==> config.mk <==
export PLATFORM = sky130hd
export DESIGN_NAME = sbsp_port
export DESIGN_NICKNAME = d
export VERILOG_FILES = /design/src/verilog/sbsp_pkg.sv /design/src/verilog/sbsp_clk_if.sv /design/src/verilog/sbsp_clkgen.sv /design/src/verilog/sbsp_port.sv
export SDC_FILE = /design/constraint.sdc
export NUM_CORES = 1
export LEC_CHECK = 0
export BUFFER_PORTS_ARGS = -buffer_cell sky130_fd_sc_hd__buf_4
export CELL_PAD_IN_SITES_DETAIL_PLACEMENT = 1
export CELL_PAD_IN_SITES_GLOBAL_PLACEMENT = 1
export CORE_MARGIN = 2
export CORE_UTILIZATION = 35
export CTS_CLUSTER_SIZE = 25
export DETAILED_ROUTE_END_ITERATION = 7
export PLACE_DENSITY = 0.68
export SYNTH_ARGS = -nofsm -noshare
export SYNTH_HDL_FRONTEND = slang
export SYNTH_SLANG_ARGS = --single-unit
==> constraint.sdc <==
create_clock -name clock_i -period 5.48 [get_ports clock_i]
set_clock_uncertainty 0.1 [all_clocks]
set_input_delay 0.822 -clock clock_i [delete_from_list [all_inputs] [get_ports clock_i]]
set_output_delay 0.822 -clock clock_i [all_outputs]
set_load 0.02 [all_outputs]
==> src/verilog/sbsp_pkg.sv <==
// Constants, register map and field layout of the buffered synchronous serial port.
// Assumes a 100 MHz system clock that is also the high frequency clock of the port.
package sbsp_pkg;

   // ----------------------------------------------------------------------
   // Register offsets (byte addresses on the APB side)
   // ----------------------------------------------------------------------
   localparam logic [11:0] OFS_CTRL_ONE = 12'h000; // serial_ctrl_one
   localparam logic [11:0] OFS_CTRL_TWO = 12'h004; // serial_ctrl_two
   localparam logic [11:0] OFS_STATE = 12'h008; // serial_state_reg
   localparam logic [11:0] OFS_BUF_BASE = 12'h020; // word_buffer 0..7 at 0x20..0x3c
   localparam int BUF_WORDS = 8;

   // ----------------------------------------------------------------------
   // Field positions
   // ----------------------------------------------------------------------
   localparam int C1_CLK_LSB = 0; // 3-bit clock select
   localparam int C1_MODE_LSB = 3; // 3-bit transfer_mode_sel
   localparam int C1_ABORT_BIT = 6; // transfer_abort_bit
   localparam int C1_GO_BIT = 7; // transfer_go_bit
   localparam int C2_CNT_LSB = 0; // 3-bit word count minus one
   localparam int C2_FRAME_LSB = 3; // 2-bit frame wait, stored only
   localparam int C2_DIVSRC_BIT = 5; // divider_source_sel
   localparam int C2_LOWSPD_BIT = 6; // low_speed_mode
   localparam int ST_PEND_BIT = 0; // transmit data written since batch start
   localparam int ST_FULL_BIT = 1; // receive buffer holds unread batch
   localparam int ST_WAIT_BIT = 2; // automatic wait in progress
   localparam int ST_SHIFT_BIT = 6; // shift operation in process
   localparam int ST_BUSY_BIT = 7; // transfer_busy_flag

   localparam logic [7:0] CTRL_ONE_RST = 8'h00;
   localparam logic [6:0] CTRL_TWO_RST = 7'h00;

   // ----------------------------------------------------------------------
   // Clock select codes and divider exponents
   // ----------------------------------------------------------------------
   localparam logic [2:0] CK_SLOWEST = 3'h0;
   localparam logic [2:0] CK_RESERVED = 3'h6;
   localparam logic [2:0] CK_EXTERNAL = 3'h7;
   localparam logic [3:0] DIV_EXP_SLOWEST = 4'hd; // high clock / 2^13
   localparam logic [3:0] DIV_EXP_LOW = 4'h5; // low clock / 2^5
   localparam logic [3:0] DIV_EXP_TOP = 4'h9; // code 001 gives 2^8, one less per step

   // ----------------------------------------------------------------------
   // Transfer modes
   // ----------------------------------------------------------------------
   localparam logic [2:0] MODE_TX8 = 3'h0;
   localparam logic [2:0] MODE_TX4 = 3'h2;
   localparam logic [2:0] MODE_TXRX8 = 3'h4;
   localparam logic [2:0] MODE_RX8 = 3'h5;
   localparam logic [2:0] MODE_RX4 = 3'h6;

   localparam logic [7:0] DUMMY_WORD = 8'hff;

   typedef enum logic [1:0] {
      SBSP_IDLE = 2'h0,
      SBSP_RUN = 2'h1,
      SBSP_WAIT = 2'h3
   } sbsp_state_type;

endpackage : sbsp_pkg

==> src/verilog/sbsp_clk_if.sv <==
// Carrier between the port engine and its serial clock generator.
// Assumes both ends run on the same system clock.
`timescale 1ns/1ps
interface sbsp_clk_if;
   logic [2:0] sel; // clock select code
   logic div_src; // divider_source_sel
   logic low_speed; // low_speed_mode
   logic run; // engine is shifting on the internal clock
   logic tick; // one half period of the serial clock elapsed

   modport eng (output sel, output div_src, output low_speed, output run, input tick);
   modport gen (input sel, input div_src, input low_speed, input run, output tick);
endinterface : sbsp_clk_if

==> src/verilog/sbsp_clkgen.sv <==
// Internal serial clock generator: half-period ticks from the high or low clock.
// Assumes low_freq_clk_i is asynchronous and much slower than clock_i.
`timescale 1ns/1ps
module sbsp_clkgen
   import sbsp_pkg::*;
(
   input wire logic clock_i,
   input wire logic rst_i,
   input wire logic low_freq_clk_i,
   sbsp_clk_if.gen cif
);

   logic [2:0] low_sync_q;
   logic [12:0] cnt_q;
   logic [12:0] half;
   logic low_mode;
   logic step;

   // ---------------------------------------------------------------------
   // Half period in counted edges for each select code
   // ---------------------------------------------------------------------
   function automatic logic [12:0] half_count(input logic [2:0] code, input logic use_low);
      logic [3:0] expo;
      expo = DIV_EXP_TOP - {1'b0, code};
      if (code == CK_SLOWEST) begin
         expo = use_low ? DIV_EXP_LOW : DIV_EXP_SLOWEST;
      end
      half_count = 13'(13'h1 << (expo - 4'h1));
   endfunction : half_count

   // Two flops before the edge detector sees the low clock
   always_ff @(posedge clock_i) begin
      if (rst_i) begin
         low_sync_q <= 3'h0;
      end else begin
         low_sync_q <= {low_sync_q[1:0], low_freq_clk_i};
      end
   end

   // Code 000 falls back to the low clock on request or in low-speed mode
   assign low_mode = (cif.sel == CK_SLOWEST) && (cif.div_src || cif.low_speed);
   assign half = half_count(cif.sel, low_mode);
   assign step = low_mode ? (low_sync_q[1] & ~low_sync_q[2]) : 1'b1;

   // Counter restarts whenever the engine stops, so the first half period is whole
   always_ff @(posedge clock_i) begin
      if (rst_i || !cif.run) begin
         cnt_q <= 13'h0;
      end else if (step) begin
         cnt_q <= (cnt_q == half - 13'h1) ? 13'h0 : cnt_q + 13'h1;
      end
   end

   // Reserved and external codes never tick
   assign cif.tick = cif.run && step && (cnt_q == half - 13'h1) &&
                     (cif.sel != CK_RESERVED) && (cif.sel != CK_EXTERNAL);

endmodule : sbsp_clkgen

==> src/verilog/sbsp_port.sv <==
// Buffered synchronous serial port: APB registers, eight word buffer, shift engine.
// Assumes an APB master on clock_i; serial pins are asynchronous to clock_i.
//
// Summary of operation
// - Clock select: internal codes, 110 reserved, 111 external
// - Six internal rates from high or low clock
// - Internal clock driven out, pin idles high
// - Internal clock stops while buffer access lags
// - Shift out on falling, sample on rising
// - Four-bit words use low nibble, upper zero
// - Bits move least significant first
// - One to eight words, interrupt after count
// - Next buffer word loads once current finishes
// - Buffer-empty interrupt after last transmit word
// - Internal transmit waits until a word is written
// - Any buffer write releases the wait
// - Cleared start finishes current word, then idles
// - Abort ends transmission and busy at once
// - External transmit without data sends dummy, ends
// - Received words stored, buffer-full interrupt after count
// - Internal receive waits until a word is read
// - External receive with unread data cancels reception
// - Cleared start stores current word, then idles
// - Abort ends reception, partial word dropped
// - Changing transfer mode clears the buffer
// - Buffer used from lowest address upward
`timescale 1ns/1ps
module sbsp_port
   import sbsp_pkg::*;
(
   input wire logic clock_i,
   input wire logic rst_i,
   input wire logic psel_i,
   input wire logic penable_i,
   input wire logic pwrite_i,
   input wire logic [11:0] paddr_i,
   input wire logic [31:0] pwdata_i,
   output logic [31:0] prdata_o,
   output logic pready_o,
   output logic pslverr_o,
   input wire logic low_freq_clk_i,
   input wire logic sck_i,
   output logic sck_o,
   output logic sck_oe_o,
   input wire logic si_i,
   output logic so_o,
   output logic transfer_done_irq_o
);

   // ---------------------------------------------------------------------
   // Declarations
   // ---------------------------------------------------------------------
   sbsp_clk_if cif ();
   sbsp_state_type state_q;
   logic [7:0] buf_q [BUF_WORDS];
   logic [7:0] ctrl_one_q;
   logic [6:0] ctrl_two_q;
   logic [31:0] prdata_q;
   logic [2:0] idx_q;
   logic [2:0] bit_q;
   logic [7:0] tx_sh_q;
   logic [7:0] rx_sh_q;
   logic sck_q;
   logic so_q;
   logic pend_q;
   logic full_q;
   logic dummy_q;
   logic irq_q;
   logic [2:0] sck_sync_q;
   logic [1:0] si_sync_q;
   logic access;
   logic wr_c1;
   logic wr_c2;
   logic wr_buf;
   logic rd_buf;
   logic [2:0] bidx;
   logic start_wr;
   logic abort_wr;
   logic mode_wr;
   logic [2:0] ck_sel;
   logic [2:0] mode;
   logic [2:0] last_idx;
   logic ext_clk;
   logic go;
   logic tx_on;
   logic rx_on;
   logic word8;
   logic fall_ev;
   logic rise_ev;
   logic word_done;
   logic last_word;
   logic cancel;
   logic end_ev;
   logic store_ev;
   logic [7:0] rx_next;
   logic [7:0] status;

   // ---------------------------------------------------------------------
   // Decode helpers
   // ---------------------------------------------------------------------
   function automatic logic buf_hit(input logic [11:0] addr);
      buf_hit = (addr[11:5] == OFS_BUF_BASE[11:5]) && (addr[1:0] == 2'h0);
   endfunction : buf_hit

   function automatic logic mode_tx(input logic [2:0] m);
      mode_tx = (m == MODE_TX8) || (m == MODE_TX4) || (m == MODE_TXRX8);
   endfunction : mode_tx

   function automatic logic mode_rx(input logic [2:0] m);
      mode_rx = (m == MODE_RX8) || (m == MODE_RX4) || (m == MODE_TXRX8);
   endfunction : mode_rx

   // ---------------------------------------------------------------------
   // APB slave: zero wait states, read data captured in the setup cycle
   // ---------------------------------------------------------------------
   assign access = psel_i && penable_i;
   assign bidx = paddr_i[4:2];
   assign wr_c1 = access && pwrite_i && (paddr_i == OFS_CTRL_ONE);
   assign wr_c2 = access && pwrite_i && (paddr_i == OFS_CTRL_TWO);
   assign wr_buf = access && pwrite_i && buf_hit(paddr_i);
   assign rd_buf = access && !pwrite_i && buf_hit(paddr_i);
   assign pready_o = 1'b1;
   assign pslverr_o = access && !buf_hit(paddr_i) && (paddr_i != OFS_CTRL_ONE) &&
                      (paddr_i != OFS_CTRL_TWO) && (paddr_i != OFS_STATE);
   assign prdata_o = prdata_q;

   // Status word: busy and shifting in the top bits, flow flags below
   always_comb begin
      status = 8'h00;
      status[ST_BUSY_BIT] = (state_q != SBSP_IDLE);
      status[ST_SHIFT_BIT] = (state_q == SBSP_RUN);
      status[ST_WAIT_BIT] = (state_q == SBSP_WAIT);
      status[ST_FULL_BIT] = full_q;
      status[ST_PEND_BIT] = pend_q;
   end

   // Read mux sampled during setup so the data stands through the access phase
   always_ff @(posedge clock_i) begin
      if (rst_i) begin
         prdata_q <= 32'h0;
      end else if (psel_i && !penable_i && !pwrite_i) begin
         if (paddr_i == OFS_CTRL_ONE) begin
            prdata_q <= {24'h0, ctrl_one_q};
         end else if (paddr_i == OFS_CTRL_TWO) begin
            prdata_q <= {25'h0, ctrl_two_q};
         end else if (paddr_i == OFS_STATE) begin
            prdata_q <= {24'h0, status};
         end else if (buf_hit(paddr_i)) begin
            prdata_q <= {24'h0, buf_q[bidx]};
         end else begin
            prdata_q <= 32'h0;
         end
      end
   end

   // ---------------------------------------------------------------------
   // Control registers
   // ---------------------------------------------------------------------
   assign ck_sel = ctrl_one_q[C1_CLK_LSB +: 3];
   assign mode = ctrl_one_q[C1_MODE_LSB +: 3];
   assign go = ctrl_one_q[C1_GO_BIT];
   assign last_idx = ctrl_two_q[C2_CNT_LSB +: 3];
   assign ext_clk = (ck_sel == CK_EXTERNAL);
   assign tx_on = mode_tx(mode);
   assign rx_on = mode_rx(mode);
   assign word8 = (mode != MODE_TX4) && (mode != MODE_RX4);
   assign start_wr = wr_c1 && pwdata_i[C1_GO_BIT] && !pwdata_i[C1_ABORT_BIT] && (state_q == SBSP_IDLE);
   assign abort_wr = wr_c1 && pwdata_i[C1_ABORT_BIT];
   assign mode_wr = wr_c1 && (pwdata_i[C1_MODE_LSB +: 3] != mode);

   // The start bit falls when the engine finishes; the abort bit lasts one cycle
   always_ff @(posedge clock_i) begin
      if (rst_i) begin
         ctrl_one_q <= CTRL_ONE_RST;
         ctrl_two_q <= CTRL_TWO_RST;
      end else begin
         ctrl_one_q[C1_ABORT_BIT] <= 1'b0;
         if (end_ev) begin
            ctrl_one_q[C1_GO_BIT] <= 1'b0;
         end
         if (wr_c1) begin
            ctrl_one_q <= pwdata_i[7:0];
         end
         if (wr_c2) begin
            ctrl_two_q <= pwdata_i[6:0];
         end
      end
   end

   // ---------------------------------------------------------------------
   // Serial pins and clock generator
   // ---------------------------------------------------------------------
   // Two flops on each incoming pin before any logic looks at it
   always_ff @(posedge clock_i) begin
      if (rst_i) begin
         sck_sync_q <= 3'h7;
         si_sync_q <= 2'h0;
      end else begin
         sck_sync_q <= {sck_sync_q[1:0], sck_i};
         si_sync_q <= {si_sync_q[0], si_i};
      end
   end

   assign cif.sel = ck_sel;
   assign cif.div_src = ctrl_two_q[C2_DIVSRC_BIT];
   assign cif.low_speed = ctrl_two_q[C2_LOWSPD_BIT];
   assign cif.run = (state_q == SBSP_RUN) && !ext_clk;

   sbsp_clkgen u_clkgen (
      .clock_i(clock_i),
      .rst_i(rst_i),
      .low_freq_clk_i(low_freq_clk_i),
      .cif(cif)
   );

   // Edges of the serial clock, internal or external, seen only while running
   assign fall_ev = (state_q == SBSP_RUN) &&
                    (ext_clk ? (sck_sync_q[2] && !sck_sync_q[1]) : (cif.tick && sck_q));
   assign rise_ev = (state_q == SBSP_RUN) &&
                    (ext_clk ? (!sck_sync_q[2] && sck_sync_q[1]) : (cif.tick && !sck_q));
   assign word_done = rise_ev && (bit_q == (word8 ? 3'h7 : 3'h3));
   assign last_word = (idx_q == last_idx);
   assign cancel = rx_on && ext_clk && full_q && !rd_buf;
   assign end_ev = word_done && (dummy_q || cancel || !go);
   assign store_ev = word_done && rx_on && !cancel && !dummy_q;

   // New bit enters at the top of the word, so the first one lands in bit 0
   assign rx_next = word8 ? {si_sync_q[1], rx_sh_q[7:1]} : {4'h0, si_sync_q[1], rx_sh_q[3:1]};

   assign sck_o = sck_q;
   assign sck_oe_o = !ext_clk;
   assign so_o = so_q;
   assign transfer_done_irq_o = irq_q;

   // ---------------------------------------------------------------------
   // Word buffer
   // ---------------------------------------------------------------------
   // A received word wins over a software write to the same slot
   always_ff @(posedge clock_i) begin
      if (rst_i || mode_wr) begin
         for (int i = 0; i < BUF_WORDS; i++) begin
            buf_q[i] <= 8'h00;
         end
      end else begin
         if (wr_buf) begin
            buf_q[bidx] <= pwdata_i[7:0];
         end
         if (store_ev) begin
            buf_q[idx_q] <= rx_next;
         end
      end
   end

   // ---------------------------------------------------------------------
   // Shift engine
   // ---------------------------------------------------------------------
   // Flag clears come first so a hardware set in the same cycle wins
   always_ff @(posedge clock_i) begin
      if (rst_i) begin
         state_q <= SBSP_IDLE;
         idx_q <= 3'h0;
         bit_q <= 3'h0;
         tx_sh_q <= 8'h00;
         rx_sh_q <= 8'h00;
         sck_q <= 1'b1;
         so_q <= 1'b1;
         pend_q <= 1'b0;
         full_q <= 1'b0;
         dummy_q <= 1'b0;
         irq_q <= 1'b0;
      end else if (abort_wr || mode_wr) begin
         state_q <= SBSP_IDLE;
         sck_q <= 1'b1;
         dummy_q <= 1'b0;
         bit_q <= 3'h0;
         irq_q <= 1'b0;
      end else begin
         irq_q <= 1'b0;
         if (rd_buf) begin
            full_q <= 1'b0;
         end
         case (state_q)
            SBSP_IDLE: begin
               if (start_wr) begin
                  state_q <= SBSP_RUN;
                  idx_q <= 3'h0;
                  bit_q <= 3'h0;
                  tx_sh_q <= buf_q[0];
                  sck_q <= 1'b1;
                  pend_q <= 1'b0;
                  full_q <= 1'b0;
                  dummy_q <= 1'b0;
               end
            end
            SBSP_RUN: begin
               if (!ext_clk && cif.tick) begin
                  sck_q <= !sck_q;
               end
               if (fall_ev) begin
                  so_q <= tx_on ? tx_sh_q[0] : 1'b1;
                  tx_sh_q <= {1'b1, tx_sh_q[7:1]};
               end
               if (rise_ev) begin
                  rx_sh_q <= rx_next;
                  bit_q <= bit_q + 3'h1;
               end
               if (word_done) begin
                  bit_q <= 3'h0;
                  irq_q <= last_word && !cancel && !dummy_q;
                  if (end_ev) begin
                     state_q <= SBSP_IDLE;
                     dummy_q <= 1'b0;
                  end else if (!last_word) begin
                     idx_q <= idx_q + 3'h1;
                     tx_sh_q <= buf_q[idx_q + 3'h1];
                  end else begin
                     idx_q <= 3'h0;
                     if (rx_on) begin
                        full_q <= 1'b1;
                     end
                     if (tx_on && pend_q) begin
                        tx_sh_q <= buf_q[0];
                        pend_q <= 1'b0;
                     end else if (!ext_clk) begin
                        state_q <= SBSP_WAIT;
                     end else if (tx_on) begin
                        dummy_q <= 1'b1;
                        tx_sh_q <= DUMMY_WORD;
                     end
                  end
               end
            end
            SBSP_WAIT: begin
               // Clock parked high; a buffer write (transmit modes) or a buffer read (receive-only modes) lets it run again
               if (!go) begin
                  state_q <= SBSP_IDLE;
               end else if (tx_on ? pend_q : !full_q) begin
                  state_q <= SBSP_RUN;
                  tx_sh_q <= buf_q[0];
                  pend_q <= 1'b0;
               end
            end
            default: begin
               state_q <= SBSP_IDLE;
            end
         endcase
         if (wr_buf) begin
            pend_q <= 1'b1;
         end
      end
   end

endmodule : sbsp_port
# [After elaboration in Yosys (flattened, before gate mapping)]
# Memory sizes are Yosys's and may differ from the RTL's.
# Cells that the tools add are included.
[op_classes] add_sub_neg=6 mul=0 div=0 order_cmp=0 eq_ne=40 shifts=1 mux=84 n_bitwise=6 n_reduce_logical=93
[op_table] operator="2-to-1 mux 8 bit" n=18
[op_table] operator="logical AND 1 bit" n=44
[op_table] operator="inequality test 3 bit (second input constant)" n=14
[op_table] operator="2-to-1 mux 1 bit" n=38
[op_table] operator="2-to-1 mux 3 bit" n=9
[op_table] operator="case mux 8 bit (3 select lines)" n=1
[op_table] operator="2-to-1 mux 2 bit" n=8
[op_table] operator="OR reduction 8 bit" n=2
[op_table] operator="logical NOT 1 bit" n=14
[op_table] operator="adder 13 x 1 -> 13 bit (second input constant)" n=1
[op_table] operator="equality test 13 bit" n=1
[op_table] operator="2-to-1 mux 13 bit" n=1
[op_table] operator="<< shifter 1 x 4 -> 13 bit (first input constant)" n=1
[op_table] operator="subtractor 13 x 1 -> 13 bit (second input constant)" n=1
[op_table] operator="equality test 12 x 3 -> 1 bit (second input constant)" n=1
[op_table] operator="equality test 12 x 4 -> 1 bit (second input constant)" n=1
[op_table] operator="equality test 3 bit (second input constant)" n=4
[op_table] operator="logical NOT 12 bit" n=1
[op_table] operator="inequality test 12 x 3 -> 1 bit (second input constant)" n=1
[op_table] operator="inequality test 12 x 4 -> 1 bit (second input constant)" n=1
[op_table] operator="inequality test 3 x 2 -> 1 bit (second input constant)" n=4
[op_table] operator="case mux 3 bit (2 select lines)" n=2
[op_table] operator="AND reduction 3 bit" n=4
[op_table] operator="nonzero test 12 bit" n=1
[op_table] operator="29 further kinds" n=57
[word_totals] reg_bits=98 latch_bits=0 ram_bits=64 rom_bits=0 inputBits=52 out_inout_bits=38 wordCells=251 n_memories=1
[memory_table] memory="buf_q" words=8 word_bits=8 read_ports=3 rd_clocked_by_memory_dff=0 wr=8 line_no="sbsp_port.sv:55" text="logic [7:0] buf_q [BUF_WORDS];"

# [Longest topological paths before layout]
# Gate-level depths: netlist of the first run.
[logic_depth] word_depth=23 ltp_mapped=20 ltp_nobuf=14

# [Cells and area by module]
# From an unflattened synthesis of the first run, not the netlist that was laid out.
[hier_totals] hier_cells=918 hier_area_um2=8956.1
[by_module_without_submodules] mod="sbsp_port" n_inst=1 cells_per_inst=724 area_per_inst_um2=7485.9 seq_area_each_um2=3062.9
[by_module_without_submodules] mod="sbsp_clkgen" n_inst=1 cells_per_inst=194 area_per_inst_um2=1470.2 seq_area_each_um2=320.3

# [Worst setup path before layout of the first run]
# No wires, ideal clock.
[synth_path] path_type="reg-to-reg" start="register ctrl_one_q[2]" end="memory buf_q[1][0], enable pin" setup_time_ns=0.328 t_arrival_ns=4.889 required_ns=5.052 path_slack_ns=0.163 stages_incl_launch_ff=21 path_buffers=6 synth_period_minus_slack_ns=5.317 cell_sequence="dfxtp_1 > buf_2 > buf_1 > inv_1 > ha_1 > clkbuf_2 > buf_2 > nor2_1 > nand3_1 > ha_1 > nand2b_1 > or4_1 > a2111oi_0 > a41oi_1 > a21o_1 > or3_4 > o41a_1 > buf_2 > nor4_1 > buf_2 > or3_1"
[synth_lines] element="start: declaration" line_no="sbsp_port.sv:56" text="logic [7:0] ctrl_one_q;"
[synth_lines] element="start signal: assignment" line_no="sbsp_port.sv:182" text="ctrl_one_q <= pwdata_i[7:0];"
[synth_lines] element="end: declaration" line_no="sbsp_port.sv:55"

==> results of run 1 <==
==> layout make-up <==
cell class                      count  share of cell area (%)
Multi-Input combinational cell    735                   51.43
Tap cell                          335                   4.062
Inverter                           28                   1.018
Timing Repair Buffer               67                   4.874
Sequential cell                   137                   32.78
Clock inverter                     15                   1.710
Clock buffer                       17                   4.122
==> metrics by stage <==
| step | hold WS (ns) | instance area [um^2] | power, uW |
|---|---|---|---|
| after floorplan | 0.2895 | 9214 | 1221 |
| after global placement | 0.2970 | 9686 | 1266 |
| after detailed placement | 0.3055 | 9686 | 1270 |
| after CTS | 0.3208 | 10290 | 2489 |
| after global routing | 0.3522 | 10320 | 2552 |
| final | 0.3154 | 10320 | 2483 |
==> cell usage in the layout (no fill, tap or decap), types with 8 or more instances in the layout <==
cell type,n
nand2_1,103
mux2i_1,97
nor2_1,92
dfxtp_1,73
buf_4,67
edfxtp_1,64
mux4_2,32
a21oi_1,30
inv_1,26
or3_1,26
conb_1,25
nor3_1,24
o21ai_0,23
nand3_1,19
a211oi_1,17
clkbuf_16,17
nor4_1,16
nand2b_1,16
xnor2_1,13
o21a_1,12
xor2_1,11
or2_2,10
nor2b_1,10
a31oi_1,10
and3_1,10
o211ai_1,10
mux2_2,8
ha_1,8
==> report_power, final <==
part	leakage, uW	internal [uW]	switching [uW]
Clock	0.000298	691	542
Combinational	0.00199	51.7	95.4
Sequential	0.00124	1090	14.9
Total	0.00353	1830	652
==> registers in the layout (all words and copies together), names as in the netlist, 2 cells and up <==
signal / cells
ctrl_two_q: 7
prdata_o: 8
state_q: 2
u_clkgen.low_sync_q: 3
ctrl_one_q: 8
sck_sync_q: 3
rx_sh_q: 7
u_clkgen.cnt_q: 13
si_sync_q: 2
buf_q: 64
tx_sh_q: 8
idx_q: 3
bit_q: 3
==> metal layers <==
metal,track usage [%],vias up,part of all wire (%)
met1,29.36,3962,45
met2,39.16,189,49
li1,-,3575,-
met4,7.406,0,2.4
met3,3.097,47,3.8
met5,0,-,0
==> final timing paths <==
path | endpoint | slack [ns]
worst min register to register | sck_sync_q[1]$_SDFF_PP1_ | 0.32
worst max-delay path | buf_q[7][3]$_DFFE_PP_ | 0.40
worst min-delay path | sck_sync_q[1]$_SDFF_PP1_ | 0.32
worst max register to register | buf_q[7][3]$_DFFE_PP_ | 0.40
==> cell families after synthesis <==
| logic type | count (synthesis) |
|---|---|
| multiplexers | 138 |
| flip-flops | 137 |
| AND/OR/NAND/NOR | 375 |
| AO/OA/AOI/OAI | 165 |
| other | 2 |
| adder cells (fa/ha/maj) | 8 |
| XOR/XNOR | 24 |
| buffers and inverters | 123 |
==> flow_metrics.env, run 1 <==
export IMPL_outcome="finished, final reports clean"
export IMPL_seq_area_mm2=0.003383
export IMPL_crit_slowest_cell="or4b_1"
export IMPL_cts_buffers=17
export IMPL_multi_input_area_mm2=0.005308
export IMPL_whs_path_depth=1
export IMPL_post_cts_buffers=0
export IMPL_synth_xor_area_share_pct=2.303
export IMPL_grt_total_usage_pct=22.71
export IMPL_synth_most_common_cell="nand2_1"
export IMPL_setup_ws_ns=0.3964
export IMPL_post_drt_via_cell_ratio=5.827
export IMPL_die_w_um=165.5
export IMPL_path_class="flop to flop"
export IMPL_cts_repair_resized=0
export IMPL_synthCells=972
export IMPL_synth_top_cell_by_area="edfxtp_1"
export IMPL_num_fill_cells=2964
export IMPL_ir_worst_vdd_v=0.0002084
export IMPL_cpLargestDelayFamily="simple AND/OR/NAND/NOR gates"
export IMPL_cp_end_kind="flop"
export IMPL_start_kind="flop"
export IMPL_drtAntennaViolNets=0
export IMPL_slowest_delay_ns=0.62
export IMPL_max_freq_mhz=196.7
export IMPL_final_layout_size_suffix_gt1_share_pct=17.22
export IMPL_ioPinCount=90
export IMPL_dp_cells=1302
export IMPL_synth_seq_area_share_pct=37.07
export IMPL_maxCapViolations=0
export IMPL_synthTopCellsByCount="104 x nand2_1, 97 x mux2i_1, 92 x nor2_1, 73 x dfxtp_1, 64 x edfxtp_1"
export IMPL_dr_pass1_iters=5
export IMPL_fin_crit_sh_pct=92.77
export IMPL_fin_cells=1334
export IMPL_critPathRequiredTime_ns=5.52
export IMPL_grt_pass1_wl_mm=46.53
export IMPL_ys_ff_latch=137
export IMPL_final_core_util_pct=39.94
export IMPL_vias=7773
export IMPL_postSynth_asyncResetShare_pct=0
export IMPL_synth_top_area_share_pct=21.06
export IMPL_synthMuxAreaShare_pct=19.68
export IMPL_slew_viol_final=0
export IMPL_p_leak_uw=0.003527
export IMPL_dieArea_mm2=0.02739
export IMPL_crit_arrival_ns=5.13
export IMPL_die_h_um=165.5
export IMPL_wl_per_cell_um=22.42
export IMPL_synth_compound_area_share_pct=12.71
export IMPL_path_clk_slew_ns=0.07
export IMPL_cp_startpoint="ctrl_one_q[2]$_SDFFE_PP0P_"
export IMPL_holdBufCountCts=0
export IMPL_cp_cell_sequence="inv_1 -> ha_1 -> nor2_1 -> nand3_1 -> ha_1 -> nand2b_1 -> or4_1 -> a2111oi_0 -> a41oi_1 -> a21o_1 -> or3_4 -> o41a_1 -> or4b_1 -> buf_4 -> mux2i_1"
export IMPL_hold_start="sck_sync_q[0]$_SDFF_PP1_"
export IMPL_worst_pin_slew_ns=1.022
export IMPL_clockBufferDepth=2
export IMPL_slew_limit_headroom_pct=29.92
export IMPL_synth_distinct_cells=74
export IMPL_initial_utilization_pct=35.33
export IMPL_final_hold_violation_count=0
export IMPL_cts_tree="done"
export IMPL_synth_top_family_by_area="simple AND/OR/NAND/NOR gates"
export IMPL_root_buffer="clkbuf_16"
export IMPL_grt_setup_unrepaired="no"
export IMPL_synth_simple_gate_area_share_pct=20.49
export IMPL_synth_edff_count=64
export IMPL_cp_buffers_inverters=2
export IMPL_area_growth_pct=13.06
export IMPL_antenna_found_initial=0
export IMPL_synth_ff_type="dfxtp_1"
export IMPL_worstSetupPathDepth=15
export IMPL_cts_sinks=137
export IMPL_cts_max_level=4
export IMPL_synth_area_leaders="edfxtp_1 21%, dfxtp_1 16%, mux2i_1 11%"
export IMPL_final_min_clock_period_ns=5.084
export IMPL_port_buffers=40
export IMPL_wirelength_mm=29.91
export IMPL_finalSetupViolCount=0
export IMPL_r2r_cells=15
export IMPL_grt_max_degree=49
export IMPL_hold_class="flop to flop"
export IMPL_pre_cts_ws_ns=0.2991
export IMPL_nets=1046
export IMPL_ys_warn_count=0
export IMPL_insertedDiodeCount=0
export IMPL_rows=59
export IMPL_cp_common_cell="ha_1"
export IMPL_grt_remaining_overflow=0
export IMPL_fin_tns_setup_ns=0
export IMPL_core_area_mm2=0.02584
export IMPL_finalWeightedCongestion=0.8631
export IMPL_cp_max_fo=8
export IMPL_powerDensity_mw_per_mm2=240.6
export IMPL_hpwl_mm=21.65
export IMPL_avgSynthCellArea_um2=9.390
export IMPL_drcViolationCount=0
export IMPL_syn_area_mm2=0.009128
export IMPL_r2r_start="ctrl_one_q[2]$_SDFFE_PP0P_"
export IMPL_first_global_vias=7961
export IMPL_clock_latency_ns=0.44
export IMPL_synthAdderAreaFrac_pct=1.097
export IMPL_drt_iter0_drc=461
Note: power is estimated with default switching activity, not from simulation.
==> inputs of run 2 (changes only) <==
CTS_BUF_LIST = sky130_fd_sc_hd__clkbuf_8   (was default)
==> run 2 against run 1 <==
Setup slack got worse by 0.055 ns. Global-route usage shrank 0.26 points. Sequential cell count unchanged. Power is 13% lower. Fmax decreased by 1.1%. Sequential power is essentially flat. Combinational power barely moved. Via count about the same. Final area is 1.9% lower. Cell count unchanged. Critical path type unchanged. Largest cell class unchanged. Largest power group is now registers.
==> flow_metrics.env, run 2 (synthesized netlist as in run 1, its figures left out) <==
export IMPL_rows=59
export IMPL_port_buffers=40
export IMPL_final_hold_violation_count=0
export IMPL_cts_tree="done"
export IMPL_seq_area_mm2=0.003383
export IMPL_hold_start="sck_sync_q[0]$_SDFF_PP1_"
export IMPL_placed_area_mm2=0.009686
export IMPL_maxCapViolations=0
export IMPL_slew_viol_final=0
export IMPL_path_clk_slew_ns=0.09
export IMPL_final_layout_size_suffix_gt1_share_pct=17.12
export IMPL_drcViolationCount=0
export IMPL_first_global_vias=7937
export IMPL_top_regs="buf_q x64, u_clkgen.cnt_q x13"
export IMPL_r2r_start="ctrl_one_q[2]$_SDFFE_PP0P_"
export IMPL_cp_cell_sequence="inv_1 -> ha_1 -> nor2_1 -> nand3_1 -> ha_1 -> nand2b_1 -> or4_1 -> a2111oi_0 -> a41oi_1 -> a21o_1 -> or3_4 -> o41a_1 -> or4b_1 -> nand2_1"
export IMPL_wl_per_cell_um=22.33
export IMPL_drtAntennaViolNets=0
export IMPL_critPathRequiredTime_ns=5.51
export IMPL_r2r_setup_slack_ns=0.34
export IMPL_p_leak_uw=0.003439
export IMPL_cp_common_cell="ha_1"
export IMPL_cp_end_kind="flop"
export IMPL_crit_arrival_ns=5.17
export IMPL_multi_input_area_mm2=0.005305
export IMPL_powerDensity_mw_per_mm2=214.2
export IMPL_worst_pin_slew_ns=1.022
export IMPL_die_w_um=165.5
export IMPL_start_kind="flop"
export IMPL_grt_remaining_overflow=0
export IMPL_root_buffer="clkbuf_8"
export IMPL_post_drt_via_cell_ratio=5.826
export IMPL_dr_pass1_iters=4
export IMPL_dp_cells=1302
export IMPL_grt_total_usage_pct=22.46
export IMPL_grt_setup_unrepaired="no"
export IMPL_clockBufferDepth=2
export IMPL_nets=1046
export IMPL_dieArea_mm2=0.02739
export IMPL_hold_end="sck_sync_q[1]$_SDFF_PP1_"
export IMPL_finalSetupViolCount=0
export IMPL_r2r_cells=14
export IMPL_fin_tns_setup_ns=0
export IMPL_fin_cells=1334
export IMPL_regMostFlops="buf_q"
export IMPL_finalWeightedCongestion=0.8631
export IMPL_cpLargestDelayFamily="simple AND/OR/NAND/NOR gates"
export IMPL_slew_limit_headroom_pct=29.89
export IMPL_design_area_mm2=0.01013
export IMPL_outcome="finished, final reports clean"
export IMPL_ir_worst_vdd_v=0.0001260
export IMPL_antenna_found_initial=0
export IMPL_slowest_delay_ns=0.61
export IMPL_cts_max_level=4
export IMPL_drt_iter0_drc=489
export IMPL_largest_register_ffs=64
export IMPL_vias=7772
export IMPL_whs_path_depth=1
export IMPL_num_fill_cells=2979
export IMPL_die_h_um=165.5
export IMPL_area_growth_pct=10.94
export IMPL_grt_max_degree=49
export IMPL_worstReg2RegEnd="buf_q[7][3]$_DFFE_PP_"
export IMPL_cp_buffers_inverters=1
export IMPL_hold_class="flop to flop"
export IMPL_path_class="flop to flop"
export IMPL_cts_buffers=17
export IMPL_setup_ws_ns=0.3410
export IMPL_final_common_cell="nand2_1"
export IMPL_core_area_mm2=0.02584
export IMPL_final_min_clock_period_ns=5.139
export IMPL_final_core_util_pct=39.19
export IMPL_grt_pass1_wl_mm=46.24
export IMPL_initial_utilization_pct=35.33
export IMPL_max_freq_mhz=194.6
export IMPL_cp_max_fo=8
export IMPL_hpwl_mm=21.65
export IMPL_cts_sinks=137
export IMPL_wirelength_mm=29.79
export IMPL_ioPinCount=90
export IMPL_fin_crit_sh_pct=93.78
export IMPL_insertedDiodeCount=0
export IMPL_layout_common_cells="104 x nand2_1, 97 x mux2i_1, 92 x nor2_1, 73 x dfxtp_1, 67 x buf_4"
export IMPL_clock_latency_ns=0.47
export IMPL_crit_slowest_cell="or4b_1"
export IMPL_holdBufCountCts=0
export IMPL_pre_cts_ws_ns=0.2991
[run 2: cell counts in the layout (fill, tap and decap cells not counted)]
No cell type changed its count.
[run 2: routing by layer]
layer / vias to the layer above / GRT usage (%) / part of all wire (%)
met4: 0 / 7.092 / 2.4
met3: 46 / 3.172 / 3.9
met2: 196 / 38.40 / 49
met5: - / 0 / 0
li1: 3559 / - / -
met1: 3971 / 29.32 / 45
[run 2: layout make-up]
class / instances / share of cell area [%]
multi-input cells: 735 / 52.39
inverters: 28 / 1.038
repair buffers: 67 / 4.967
clock inverters: 15 / 1.742
flip-flops and latches: 137 / 33.41
clock buffers: 17 / 2.311
well taps: 335 / 4.139
[run 2: what timing repair did]
item,4_1_cts,5_1_grt
buffers inserted,0,0
gates resized for setup,0,6
endpoints found under the setup margin,0,48
[run 2: stage by stage]
step,total power [uW],hold slack [ns]
finish,2169,0.3206
global route,2241,0.3583
CTS,2177,0.3263
detailed placement,1270,0.3055
global placement,1266,0.2970
floorplan,1221,0.2895
[run 2: how the worst max path moves through the flow]
stage / end / startpoint / cells past startpoint
after floorplan: buf_q[1][0]$_DFFE_PP_ / ctrl_one_q[2]$_SDFFE_PP0P_ / 20
after global placement: buf_q[5][4]$_DFFE_PP_ / ctrl_one_q[2]$_SDFFE_PP0P_ / 15
after detailed placement: buf_q[5][0]$_DFFE_PP_ / ctrl_one_q[2]$_SDFFE_PP0P_ / 15
after CTS: buf_q[5][3]$_DFFE_PP_ / ctrl_one_q[2]$_SDFFE_PP0P_ / 15
after global routing: buf_q[7][3]$_DFFE_PP_ / ctrl_one_q[2]$_SDFFE_PP0P_ / 14
final: buf_q[7][3]$_DFFE_PP_ / ctrl_one_q[2]$_SDFFE_PP0P_ / 14
[run 2: power breakdown]
group	internal (uW)	total (uW)	switching, uW
clock network	425	919	494
registers	1090	1100	14.8
logic	51.6	148	95.9
total	1560	2170	605
==> inputs of run 3 (changes only) <==
CTS_CLUSTER_DIAMETER = 200   (was default)
MAX_ROUTING_LAYER = met4   (was default)
==> run 3 against run 2 <==
Hold slack about the same. Highest routed layer unchanged. First-iteration DRC count increased by 2.9%. Power is essentially flat. Clock power barely moved. Largest cell class unchanged. Core utilization barely moved. Clock-buffer cell count stayed put. Die area unchanged. Critical endpoint is now buf_q[1][3]$_DFFE_PP_. Critical path depth increased by 1. Cell count is the same. Fmax is 1.3% higher. Wire length is 0.15% lower.
==> flow_metrics.env, run 3 (synthesized netlist as in run 1, its figures left out) <==
export IMPL_outcome="finished, final reports clean"
export IMPL_die_h_um=165.5
export IMPL_post_drt_via_cell_ratio=5.807
export IMPL_p_leak_uw=0.003439
export IMPL_area_growth_pct=10.97
export IMPL_drtAntennaViolNets=0
export IMPL_first_global_vias=7945
export IMPL_holdBufCountCts=0
export IMPL_max_freq_mhz=197.1
export IMPL_cpLargestDelayFamily="simple AND/OR/NAND/NOR gates"
export IMPL_hold_class="flop to flop"
export IMPL_grt_max_degree=49
export IMPL_slew_limit_headroom_pct=28.06
export IMPL_cp_buffers_inverters=2
export IMPL_p_comb_share_pct=6.8
export IMPL_grt_setup_unrepaired="no"
export IMPL_cts_max_level=4
export IMPL_nets=1046
export IMPL_initial_utilization_pct=35.33
export IMPL_cts_sinks=137
export IMPL_p_clk_share_pct=42.3
export IMPL_cp_max_fo=8
export IMPL_grt_remaining_overflow=0
export IMPL_final_min_clock_period_ns=5.075
export IMPL_path_clk_slew_ns=0.08
export IMPL_cp_end_kind="flop"
export IMPL_insertedDiodeCount=0
export IMPL_p_sw_share_pct=27.89
export IMPL_slew_viol_final=0
export IMPL_final_core_util_pct=39.20
export IMPL_regMostFlops="buf_q"
export IMPL_pre_cts_ws_ns=0.2991
export IMPL_port_buffers=40
export IMPL_antenna_found_initial=0
export IMPL_dieArea_mm2=0.02739
export IMPL_powerDensity_mw_per_mm2=214.2
export IMPL_slowest_delay_ns=0.50
export IMPL_finalSetupViolCount=0
export IMPL_clock_latency_ns=0.47
export IMPL_die_w_um=165.5
export IMPL_cp_cell_sequence="inv_1 -> ha_1 -> nor2_1 -> nand3_1 -> ha_1 -> nand2b_1 -> or4_1 -> a2111oi_0 -> a41oi_1 -> a21o_1 -> or3_4 -> o41a_1 -> buf_4 -> nor4_2 -> or3_1"
export IMPL_cp_common_cell="ha_1"
export IMPL_crit_slowest_cell="o41a_1"
export IMPL_path_class="flop to flop"
export IMPL_root_buffer="clkbuf_8"
export IMPL_drcViolationCount=0
export IMPL_grt_total_usage_pct=23.10
export IMPL_worst_pin_slew_ns=1.049
export IMPL_dr_pass1_iters=5
export IMPL_core_area_mm2=0.02584
export IMPL_rows=59
export IMPL_internal_power_uw=1564
export IMPL_ir_worst_vdd_v=0.0001258
export IMPL_wl_per_cell_um=22.30
export IMPL_vias=7747
export IMPL_fin_crit_sh_pct=92.60
export IMPL_cts_tree="done"
export IMPL_crit_arrival_ns=5.10
export IMPL_cts_repair_resized=0
export IMPL_maxCapViolations=0
export IMPL_post_cts_buffers=0
export IMPL_finalWeightedCongestion=0.8770
export IMPL_clockBufferDepth=2
export IMPL_power_frac_seq_pct=50.8
export IMPL_ioPinCount=90
export IMPL_setup_ws_ns=0.4055
export IMPL_wirelength_mm=29.75
export IMPL_hpwl_mm=21.65
export IMPL_final_hold_violation_count=0
export IMPL_fin_tns_setup_ns=0
export IMPL_power_switching_uw=605.1
export IMPL_final_common_cell="nand2_1"
export IMPL_layout_common_cells="103 x nand2_1, 97 x mux2i_1, 92 x nor2_1, 73 x dfxtp_1, 67 x buf_4"
export IMPL_largest_register_ffs=64
export IMPL_top_regs="buf_q x64, u_clkgen.cnt_q x13"
export IMPL_final_layout_size_suffix_gt1_share_pct=17.22
export IMPL_grt_pass1_wl_mm=46.21
export IMPL_cts_buffers=17
export IMPL_num_fill_cells=2979
export IMPL_drt_iter0_drc=503
export IMPL_start_kind="flop"
export IMPL_critPathRequiredTime_ns=5.51
run 3: cell counts in the layout (fill, tap and decap cells not counted):
No cell type changed its count.
run 3: layer usage:
layer	vias up	global-route usage, %	part of all wire, %
li1	3565	-	-
met1	3961	29.16	45
met2	182	38.57	49
met3	39	2.997	3.9
met4	0	7.328	2.2
met5	-	-	0
run 3: path summary, 6_finish.rpt:
check | depth (start not counted) | slack (ns) | endpoint | startpoint
max | 15 | 0.41 | buf_q[1][3]$_DFFE_PP_ | ctrl_one_q[2]$_SDFFE_PP0P_
min reg2reg | 1 | 0.32 | sck_sync_q[1]$_SDFF_PP1_ | sck_sync_q[0]$_SDFF_PP1_
max reg2reg | 15 | 0.41 | buf_q[1][3]$_DFFE_PP_ | ctrl_one_q[2]$_SDFFE_PP0P_
min | 1 | 0.32 | sck_sync_q[1]$_SDFF_PP1_ | sck_sync_q[0]$_SDFF_PP1_
run 3: layout make-up:
type	instances	area, um^2	share of cell area (%)
repair buffers	67	503.0	4.966
inverters	28	105.1	1.038
clock inverters	15	176.4	1.742
multi-input cells	735	5308	52.40
clock buffers	17	234.0	2.310
flip-flops and latches	137	3383	33.40
well taps	335	419.2	4.138
run 3: power by group through the flow:
stage               clock network, uW  registers [uW]  logic (uW)
detailed placement                  0            1130         144
floorplan                           0            1120         103
CTS                               931            1100         144
global placement                    0            1120         142
global route                      979            1100         155
finish                            919            1100         148
run 3: worst register-to-register path: stages (launching register included):
cell       delay, ns
dfxtp_1         0.33
inv_1           0.11
ha_1            0.38
nor2_1          0.15
nand3_1         0.15
ha_1            0.33
nand2b_1        0.17
or4_1           0.42
a2111oi_0       0.39
a41oi_1         0.12
a21o_1          0.24
or3_4           0.42
o41a_1          0.50
buf_4           0.23
nor4_2          0.30
or3_1           0.40
run 3: per-stage QoR:
step	hold WS [ns]	power, uW	instances	instance area (um^2)
4_1_cts	0.3263	2177	1334	10100
3_3_place_gp	0.2970	1266	1302	9686
5_1_grt	0.3583	2239	1334	10130
3_5_place_dp	0.3055	1270	1302	9686
6_report	0.3206	2169	1334	10130
2_1_floorplan	0.2895	1221	995	9214
